`src/core/wmd_pkg.sv`:
```
// ****************************************
// multiply datapath constants
// ****************************************
package wmd_pkg;

	localparam int unsigned WORD_W = 32;
	localparam int unsigned IDX_W = 4;
	localparam int unsigned OP_W = 3;

	// operation select codes
	localparam logic [OP_W-1:0] OP_PRODUCT_LOW = 3'h0;
	localparam logic [OP_W-1:0] OP_PLUS_ADDEND = 3'h1;
	localparam logic [OP_W-1:0] OP_MINUS_ADDEND = 3'h2;
	localparam logic [OP_W-1:0] OP_WIDE_PRODUCT = 3'h3;
	localparam logic [OP_W-1:0] OP_WIDE_DOUBLE_ACC = 3'h4;
	localparam logic [OP_W-1:0] OP_WIDE_ACC = 3'h5;

	// register file indices the issuer must keep away from, and the highest index a flag-setting product may use
	localparam logic [IDX_W-1:0] IDX_STACK_POINTER = 4'hd;
	localparam logic [IDX_W-1:0] IDX_PROGRAM_COUNTER = 4'hf;
	localparam logic [IDX_W-1:0] IDX_LOW_LIMIT = 4'h7;

	// cycles from issue to write-back
	localparam int unsigned RESULT_LATENCY = 1;

	localparam logic [WORD_W-1:0] WORD_RESET = 32'h0000_0000;
	localparam logic [IDX_W-1:0] IDX_RESET = 4'h0;

endpackage

```
`src/core/wmd_mul_unsigned.sv`:
```
`timescale 1ns/100ps
`default_nettype none

// ****************************************
// full unsigned word product
// ****************************************
module wmd_mul_unsigned (
	input wire logic [31:0] opA,
	input wire logic [31:0] opB,
	output logic [63:0] product
);

	// one full-width product feeds both the word and the wide results
	always_comb begin
		product = {32'h0000_0000, opA} * {32'h0000_0000, opB}; // RULE17
	end

endmodule // wmd_mul_unsigned

`default_nettype wire

```
`src/core/wmd_add_wide.sv`:
```
`timescale 1ns/100ps
`default_nettype none

// ****************************************
// wide add or reverse subtract
// ****************************************
module wmd_add_wide #(
	parameter int unsigned W = 64
) (
	input wire logic [W-1:0] termA,
	input wire logic [W-1:0] termB,
	input wire logic reverseSub,
	output logic [W-1:0] sum
);

	// reverse subtract gives termB - termA, as the addend comes first
	always_comb begin
		if (reverseSub) begin
			sum = termB - termA;
		end else begin
			sum = termA + termB;
		end
	end

endmodule // wmd_add_wide

`default_nettype wire

```
`src/core/wmd_wide_multiply_datapath.sv`:
```
`timescale 1ns/100ps
`default_nettype none

// Contract
// RULE1: plain product writes only the low 32 bits of the product.
// RULE2: product plus addend writes the low 32 bits of that sum.
// RULE3: addend minus product writes the low 32 bits of the difference.
// RULE4: word results are the same for signed and unsigned operands.
// RULE5: with no destination named, the first operand register is written.
// RULE6: plain product touches the flags only when flag update is asked.
// RULE7: flag-updating product sets negative and zero, not carry/overflow.
// RULE8: issuer of flag-setting product uses R0-R7, dest equal second, no cond.
// RULE9: issuer never names stack pointer or program counter.
// RULE10: wide operations treat both operands as unsigned 32-bit values.
// RULE11: wide product writes low word to low dest and high word to high dest.
// RULE12: double accumulate adds prior high then prior low, zero-extended.
// RULE13: double accumulate writes upper sum word high and lower word low.
// RULE14: wide accumulate adds the product to the high:low pair and writes it.
// RULE15: issuer names two distinct high and low destination registers.
// RULE16: no wide operation alters any flag.
// RULE17: one full 64-bit unsigned product feeds every result.
module wmd_wide_multiply_datapath (
	input wire logic clk,
	input wire logic rst_n,
	input wire logic issueValid,
	input wire logic [wmd_pkg::OP_W-1:0] opSel,
	input wire logic flagUpdate,
	input wire logic condUsed,
	input wire logic destNamed,
	input wire logic [wmd_pkg::IDX_W-1:0] destIdx,
	input wire logic [wmd_pkg::IDX_W-1:0] firstIdx,
	input wire logic [wmd_pkg::IDX_W-1:0] secondIdx,
	input wire logic [wmd_pkg::IDX_W-1:0] addendIdx,
	input wire logic [wmd_pkg::IDX_W-1:0] destHighIdx,
	input wire logic [wmd_pkg::IDX_W-1:0] destLowIdx,
	input wire logic [31:0] firstVal,
	input wire logic [31:0] secondVal,
	input wire logic [31:0] addendVal,
	input wire logic [31:0] destHighVal,
	input wire logic [31:0] destLowVal,
	output logic wrLowValid,
	output logic [wmd_pkg::IDX_W-1:0] wrLowIdx,
	output logic [31:0] wrLowData,
	output logic wrHighValid,
	output logic [wmd_pkg::IDX_W-1:0] wrHighIdx,
	output logic [31:0] wrHighData,
	output logic flagWrite,
	output logic flagNeg,
	output logic flagZero,
	output logic misuse
);

	// ****************************************
	// arithmetic
	// ****************************************
	logic [63:0] product;
	logic [63:0] accFirst;
	logic [63:0] accSecond;
	logic subFirst;
	logic [63:0] sumFirst;
	logic [63:0] sumFinal;

	wmd_mul_unsigned uMul (
		.opA(firstVal),
		.opB(secondVal),
		.product(product)
	);

	always_comb begin
		accFirst = '0;
		accSecond = '0;
		subFirst = 1'b0;
		case (opSel)
			wmd_pkg::OP_PLUS_ADDEND: begin
				accFirst = {32'h0000_0000, addendVal}; // RULE2
			end
			wmd_pkg::OP_MINUS_ADDEND: begin
				accFirst = {32'h0000_0000, addendVal}; // RULE3
				subFirst = 1'b1;
			end
			wmd_pkg::OP_WIDE_DOUBLE_ACC: begin
				// high first, then low, both zero-extended
				accFirst = {32'h0000_0000, destHighVal}; // RULE12
				accSecond = {32'h0000_0000, destLowVal}; // RULE12
			end
			wmd_pkg::OP_WIDE_ACC: begin
				accFirst = {destHighVal, destLowVal}; // RULE14
			end
			default: begin
			end
		endcase
	end

	wmd_add_wide #(
		.W(64)
	) uAddFirst (
		.termA(product),
		.termB(accFirst),
		.reverseSub(subFirst),
		.sum(sumFirst)
	);

	wmd_add_wide #(
		.W(64)
	) uAddSecond (
		.termA(sumFirst),
		.termB(accSecond),
		.reverseSub(1'b0),
		.sum(sumFinal)
	);

	// ****************************************
	// operand checks
	// ****************************************
	function automatic logic isReserved(
		input logic [wmd_pkg::IDX_W-1:0] idx
	);
		isReserved = (idx == wmd_pkg::IDX_STACK_POINTER) ||
			(idx == wmd_pkg::IDX_PROGRAM_COUNTER);
	endfunction

	logic isWord;
	logic isWide;
	logic flagForm;
	logic [wmd_pkg::IDX_W-1:0] wordDest;
	logic badUse;

	always_comb begin
		isWord = (opSel == wmd_pkg::OP_PRODUCT_LOW) ||
			(opSel == wmd_pkg::OP_PLUS_ADDEND) ||
			(opSel == wmd_pkg::OP_MINUS_ADDEND);
		isWide = (opSel == wmd_pkg::OP_WIDE_PRODUCT) ||
			(opSel == wmd_pkg::OP_WIDE_DOUBLE_ACC) ||
			(opSel == wmd_pkg::OP_WIDE_ACC);
		flagForm = flagUpdate && (opSel == wmd_pkg::OP_PRODUCT_LOW); // RULE6
		wordDest = destNamed ? destIdx : firstIdx; // RULE5
		badUse = !(isWord || isWide);
		// misused operand registers are refused, not computed
		if (isReserved(firstIdx) || isReserved(secondIdx)) begin
			badUse = 1'b1; // RULE9
		end
		if (isWord && isReserved(wordDest)) begin
			badUse = 1'b1; // RULE9
		end
		if (((opSel == wmd_pkg::OP_PLUS_ADDEND) ||
			(opSel == wmd_pkg::OP_MINUS_ADDEND)) &&
			isReserved(addendIdx)) begin
			badUse = 1'b1; // RULE9
		end
		if (isWide && (isReserved(destHighIdx) ||
			isReserved(destLowIdx))) begin
			badUse = 1'b1; // RULE9
		end
		if (isWide && (destHighIdx == destLowIdx)) begin
			badUse = 1'b1; // RULE15
		end
		if (flagForm && ((wordDest > wmd_pkg::IDX_LOW_LIMIT) ||
			(firstIdx > wmd_pkg::IDX_LOW_LIMIT) ||
			(secondIdx > wmd_pkg::IDX_LOW_LIMIT) ||
			(wordDest != secondIdx) || condUsed)) begin
			badUse = 1'b1; // RULE8
		end
	end

	// ****************************************
	// write-back registers
	// ****************************************
	logic wrLowValid_d, wrLowValid_q;
	logic wrHighValid_d, wrHighValid_q;
	logic flagWrite_d, flagWrite_q;
	logic misuse_d, misuse_q;
	logic [wmd_pkg::IDX_W-1:0] wrLowIdx_d, wrLowIdx_q;
	logic [wmd_pkg::IDX_W-1:0] wrHighIdx_d, wrHighIdx_q;
	logic [31:0] wrLowData_d, wrLowData_q;
	logic [31:0] wrHighData_d, wrHighData_q;
	logic flagNeg_d, flagNeg_q;
	logic flagZero_d, flagZero_q;

	always_comb begin
		wrLowValid_d = 1'b0;
		wrHighValid_d = 1'b0;
		flagWrite_d = 1'b0;
		misuse_d = 1'b0;
		wrLowIdx_d = wrLowIdx_q;
		wrHighIdx_d = wrHighIdx_q;
		wrLowData_d = wrLowData_q;
		wrHighData_d = wrHighData_q;
		flagNeg_d = flagNeg_q;
		flagZero_d = flagZero_q;
		if (issueValid && badUse) begin
			misuse_d = 1'b1;
		end else if (issueValid && isWord) begin
			// low word is sign-independent, one multiplier serves both
			wrLowValid_d = 1'b1; // RULE4
			wrLowIdx_d = wordDest; // RULE5
			wrLowData_d = sumFinal[31:0]; // RULE1
			if (flagForm) begin
				// carry and overflow have no write path here
				flagWrite_d = 1'b1; // RULE7
				flagNeg_d = sumFinal[31]; // RULE7
				flagZero_d = (sumFinal[31:0] == 32'h0000_0000); // RULE7
			end
		end else if (issueValid && isWide) begin // RULE16
			wrLowValid_d = 1'b1; // RULE10
			wrHighValid_d = 1'b1;
			wrLowIdx_d = destLowIdx; // RULE11
			wrHighIdx_d = destHighIdx; // RULE11
			wrLowData_d = sumFinal[31:0]; // RULE13
			wrHighData_d = sumFinal[63:32]; // RULE13
		end
	end

	always_ff @(posedge clk) begin
		if (!rst_n) begin
			wrLowValid_q <= 1'b0;
			wrHighValid_q <= 1'b0;
			flagWrite_q <= 1'b0;
			misuse_q <= 1'b0;
			wrLowIdx_q <= wmd_pkg::IDX_RESET;
			wrHighIdx_q <= wmd_pkg::IDX_RESET;
			wrLowData_q <= wmd_pkg::WORD_RESET;
			wrHighData_q <= wmd_pkg::WORD_RESET;
			flagNeg_q <= 1'b0;
			flagZero_q <= 1'b0;
		end else begin
			wrLowValid_q <= wrLowValid_d;
			wrHighValid_q <= wrHighValid_d;
			flagWrite_q <= flagWrite_d;
			misuse_q <= misuse_d;
			wrLowIdx_q <= wrLowIdx_d;
			wrHighIdx_q <= wrHighIdx_d;
			wrLowData_q <= wrLowData_d;
			wrHighData_q <= wrHighData_d;
			flagNeg_q <= flagNeg_d;
			flagZero_q <= flagZero_d;
		end
	end

	assign wrLowValid = wrLowValid_q;
	assign wrHighValid = wrHighValid_q;
	assign flagWrite = flagWrite_q;
	assign misuse = misuse_q;
	assign wrLowIdx = wrLowIdx_q;
	assign wrHighIdx = wrHighIdx_q;
	assign wrLowData = wrLowData_q;
	assign wrHighData = wrHighData_q;
	assign flagNeg = flagNeg_q;
	assign flagZero = flagZero_q;

	logic [63:0] refProd;
	logic [63:0] refSigned;
	always_comb begin
		refProd = {32'h0000_0000, firstVal} * {32'h0000_0000, secondVal};
		refSigned = 64'($signed(firstVal) * $signed(secondVal));
	end
endmodule // wmd_wide_multiply_datapath

`default_nettype wire

```
`config.mk`:
```
export PLATFORM = sky130hd
export DESIGN_NAME = wmd_wide_multiply_datapath
export DESIGN_NICKNAME = d
export VERILOG_FILES = /design/src/core/wmd_pkg.sv /design/src/core/wmd_mul_unsigned.sv /design/src/core/wmd_add_wide.sv /design/src/core/wmd_wide_multiply_datapath.sv
export SDC_FILE = /design/constraint.sdc
export NUM_CORES = 2
export LEC_CHECK = 0
export BUFFER_PORTS_ARGS = -buffer_cell sky130_fd_sc_hd__buf_2
export CORE_ASPECT_RATIO = 0.6
export CORE_MARGIN = 2
export CORE_UTILIZATION = 35
export CTS_CLUSTER_DIAMETER = 80
export DETAILED_ROUTE_END_ITERATION = 7
export PLACE_DENSITY = 0.61
export SLEW_MARGIN = 20
export SYNTH_ARGS = -nofsm -noshare
export SYNTH_HDL_FRONTEND = slang
export SYNTH_SLANG_ARGS = --single-unit
```
`constraint.sdc`:
```
create_clock -name clk -period 25.5 [get_ports clk]
set_input_delay 2.55 -clock clk [delete_from_list [all_inputs] [get_ports clk]]
set_output_delay 2.55 -clock clk [all_outputs]
set_load 0.1 [all_outputs]
```
### Word level (Yosys, flattened, before mapping)

Cells that the tools add are included.

* output and inout port bits: 78
* word-level logic and storage cells: 96
* input port bits: 193
* register bits after elaboration: 78

* multiplexer cells: 19
* add/sub/neg operators: 3
* reduce and logical (&&, ||, !) cells: 38
* equal/unequal tests: 19
* magnitude comparators: 3
* bitwise gates (word level): 3
* $mul: 1

Operators by type and width (number)
* $pmux 64 s3: 1
* $mux 32: 3
* $add 64x32->64: 1
* $add 64x64->64: 1
* $mul 32x32->64: 1
* $mux 64: 1
* $sub 64x64->64: 1
* $eq 4x4->1 const B: 12
* $logic_not 32->1: 1
* $logic_or 1x1->1: 18
* $gt 4x3->1 const B: 3
* $mux 4: 3
* $mux 1: 11
* $logic_and 1x1->1: 9
* $eq 3x2->1 const B: 2
* $eq 3x3->1 const B: 2
* $reduce_and 3->1: 2
* $reduce_or 3->1: 2
* $eq 4x4->1: 1
* $ne 4x4->1: 1
* $reduce_or 2->1: 2
* $eq 3x1->1 const B: 1
* $logic_not 3->1: 1
* $not 1->1: 3
* 3 further kinds: 3

### Depth between registers and ports, before layout

* word-level depth: 14
* depth in mapped cells: 51
* mapped depth without buffers: 47

### Hierarchy

Synthesis repeated with hierarchy kept, for this count alone.

* cell total of the unflattened synthesis: 5985
* area total of the unflattened synthesis: 49204.7 µm²

Modules (own cells, without submodules)
* wmd_mul_unsigned: cells each 3751, area each 33763.6 µm², seq. area each 0.0 µm², instances 1
* wmd_add_wide: cells each 783, area each 5251.3 µm², seq. area each 0.0 µm², instances 2
* wmd_wide_multiply_datapath: cells each 668, area each 4938.5 µm², seq. area each 1561.5 µm², instances 1

### Worst setup path before layout

OpenSTA, ideal clock, no wires.

* kind: input-to-reg
* from: input secondVal[2]
* to: register wrHighData_q[25] (netlist: wrHighData[25])
* path buffers: 4
* path slack: 12277 ps
* cell stages on the path: 46
* required time: 25430 ps
* library setup time: 70 ps
* data arrival time: 13153 ps
* cell sequence: clkbuf_1 and2_1 fa_1 inv_1 fa_1 fa_1 fa_1 inv_1 fa_1 inv_1 fa_1 inv_1 fa_1 fa_1 ha_1 buf_2 a21oi_1 o21ai_0 [... 10 more ...] nor2_1 nand2_1 o311a_1 nand2_1 xor2_1 ha_1 nand2_1 nor3_1 o211ai_1 a31oi_1 nand3_1 nor4_2 nand4bb_1 buf_2 nor4_1 xnor2_1 nand2_1 a21oi_1

* cells in the longest elaborated chain, start to end: 4
* elaborated cells between the ends (all ways): 5
* those cells by class: 3 x add/sub; 1 x mul; 1 x mux

Ends and longest elaborated chain
* start, declared: RTL line wmd_wide_multiply_datapath.sv:37 `input wire logic [31:0] secondVal,`
* $mul 32x32->64 *
* $add 64x64->64 or $sub 64x64->64 (tied branches): RTL line wmd_add_wide.sv:21, wmd_add_wide.sv:19
* $mux 64 *: RTL line wmd_add_wide.sv:18 `if (reverseSub) begin`
* $add 64x32->64 *: RTL line wmd_add_wide.sv:21 `sum = termA + termB;`
* end signal, assigned: RTL line wmd_wide_multiply_datapath.sv:222 `wrHighData_q <= wmd_pkg::WORD_RESET;`
* end signal, assigned: RTL line wmd_wide_multiply_datapath.sv:233 `wrHighData_q <= wrHighData_d;`
* end, declared: RTL line wmd_wide_multiply_datapath.sv:175 `logic [31:0] wrHighData_d, wrHighData_q;`

Mark *: on every way between the ends. The rest lies on a longest branch, timed or not.
A chain may end at the register's enable or synchronous reset.

### Worst setup path after layout

* from: input secondVal[6]
* to: register wrHighData_q[27] (netlist: wrHighData[27])

The elaborated chain is that of the path after synthesis.

==> impl_metrics.json <==
{
  "clock_sink_count": 78,
  "cts_tree": "built",
  "fp.dieH_um": 285.9,
  "r2r-end": "wrHighData[27]",
  "worst-endpoint-arrival_ns": 16.46,
  "cp_top_family": "adder cells",
  "r2r_slack_ns": 24.75,
  "yosys_warnings": 0,
  "ys_types": 104,
  "hp-class": "reg -> reg",
  "path_depth": 42,
  "crit_type": "in -> reg",
  "crit_start": "secondVal[6]",
  "rsz0062_at_grt": "no",
  "fin_tns_setup_ns": 0,
  "final_util_pct": 37.46,
  "initial_core_util_pct": 35.26,
  "finalSetupViolations": 0,
  "insertion_delay_ns": 0.36,
  "max_stage_delay_ns": 0.65,
  "grt_pass1_vias": 40860,
  "drt-wirelength-per-cell_um": 21.07,
  "area_growth_pct": 6.238,
  "num_vias": 39470,
  "rr_startpoint": "wrHighData[27]",
  "crit_end": "wrHighData[27]",
  "final_cell_mix": "inv_1, fa_1, nand2_1",
  "drv_slew": 0,
  "post_drt_via_cell_ratio": 5.357,
  "yosysSeqAreaShare_pct": 3.369,
  "post-route-period-util_pct": 63.52,
  "worstRegToRegCells": 2,
  "drtPass1Iterations": 6,
  "start_kind": "primary input",
  "placementRows": 103,
  "syn-cell-area_um2": 46350,
  "ioPinCount": 271,
  "syn_area_per_cell_um2": 8.227,
  "finalWirelength_um": 155300,
  "drive_above_1_share_pct": 6.804,
  "synthArstFlopShare_pct": 0,
  "clock_skew_ns": 0,
  "core_area_um2": 131500,
  "cts_hold_buf": 0,
  "clockBufferDepth": 2,
  "period_needed_ns": 16.20,
  "io_buffers": 269,
  "gp_congestion": 0.9522,
  "maxSlewHeadroom_pct": 28.07,
  "worst-path-buf-inv": 5,
  "ant_nets": 0,
  "cts_buffers": 9,
  "synth_flop_cell": "dfxtp_1",
  "dp_hpwl_um": 123100,
  "critPathRequiredTime_ns": 25.77,
  "h-tree-depth": 3,
  "cts-root-buf": "clkbuf_16",
  "drtIter0Drc": 3547,
  "grt_max_degree": 79,
  "die-area_um2": 135500,
  "synth_nets": 7084,
  "cts_setup_buffers": 0,
  "critPathSlowestCell": "nor4_1",
  "timing_hold_violations_final": 0,
  "synth_cells": 5634,
  "grt_use_total_pct": 23.22,
  "tightest_slew_ns": 1.079,
  "synth_edf_count": 0,
  "ys_ff_latch": 78,
  "drc": 0,
  "path_clk_slew_ns": 0.07,
  "cts_resized": 0,
  "overflow": 0,
  "grt_pass1_wl_um": 244800,
  "drv_cap": 0,
  "die_x_um": 473.8,
  "status": "finished clean",
  "layout.cells.most_common": "inv_1",
  "nFillCells": 13570,
  "path_common_cell": "fa_1",
  "end_kind": "flip-flop",
  "maxClockFrequency_mhz": 61.74,
  "antenna_found_initial": 9,
  "final_nets": 7074,
  "crit_fanout": 32
}
metrics by stage:
step	instances	hold slack, ns	instance area (um^2)	setup slack, ns
after floorplan	5634	0.8834	46350	12.28
after global placement	7345	0.4410	48940	9.563
after detailed placement	7345	0.4412	48940	9.366
after CTS	7361	0.4500	49220	9.687
after global routing	7362	0.4698	49230	8.746
final	7369	0.4490	49240	9.302
cell usage after synthesis (15+ instances only):
cell type	count	area [um^2]
a211oi_1	43	322.8
a21o_1	76	570.6
a21oi_1	261	1306
a31oi_1	30	187.7
and2_1	605	3785
and3_1	55	344.1
and4_1	24	210.2
clkbuf_1	310	1164
dfxtp_1	78	1562
fa_1	898	17980
ha_1	359	4492
inv_1	909	3412
mux2i_1	41	410.4
nand2_1	760	2853
nand2b_1	20	125.1
nand3_1	56	280.3
nand4_1	63	394.1
nor2_1	227	852.1
nor2b_1	15	93.84
nor3_1	43	215.2
o21a_1	27	202.7
o21ai_0	180	900.9
o21ai_1	29	145.1
o21bai_1	20	150.1
o31ai_1	16	120.1
o32ai_1	31	271.5
or3_1	16	100.1
xnor2_1	139	1217
xor2_1	76	665.6
cell families after synthesis:
kind of cell / share of synthesized area (%)
xor+xnor: 4.133
buf+inv: 10.14
mux: 0.9339
flops: 3.369
fa+ha+maj: 48.47
simple gates: 21.46
compound gates: 11.49
state kept, by name, indices dropped and copies added (netlist names), 4 cells and up:
signal	count
wrLowData	32
wrHighData	32
wrLowIdx	4
wrHighIdx	4
how the worst min path moves through the flow:
stage / start / to / slack, ns / cells after the start
CTS: wrHighData[0] / wrHighData[0] / 0.45 / 2
global placement: wrHighData[0] / wrHighData[0] / 0.44 / 2
detailed placement: wrHighData[0] / wrHighData[0] / 0.44 / 2
floorplan: wrHighData[0] / wrHighData[0] / 0.88 / 2
finish: wrHighData[23] / wrHighData[23] / 0.45 / 2
global route: wrHighData[23] / wrHighData[23] / 0.47 / 2
metal layers:
metal	up-vias	GRT usage, %	part of all wire (%)
met3	130	4.833	9.1
met2	1583	34.14	41
met5	-	0.3471	0.047
met1	19930	35.48	48
met4	10	3.019	1.4
li1	17820	-	-
worst min-delay path: stages, from the launching register on:
cell and delay (ns):
dfxtp_1 0.31, nand2_1 0.05, a21oi_1 0.05
layout make-up:
type / count / area, um^2 / area share [%]
inverter: 910 / 3416 / 6.936
timing repair buffer: 314 / 1687 / 3.425
clock inverter: 7 / 62.56 / 0.1270
tap: 1732 / 2167 / 4.401
sequential: 78 / 1562 / 3.171
multi-input combinational: 4311 / 40110 / 81.44
antenna: 8 / 20.02 / 0.04065
clock buffer: 9 / 225.2 / 0.4573
Power is left out: the tool's default activity adds up to more than one toggle a clock period on the data nets, which glitch-free logic cannot reach.
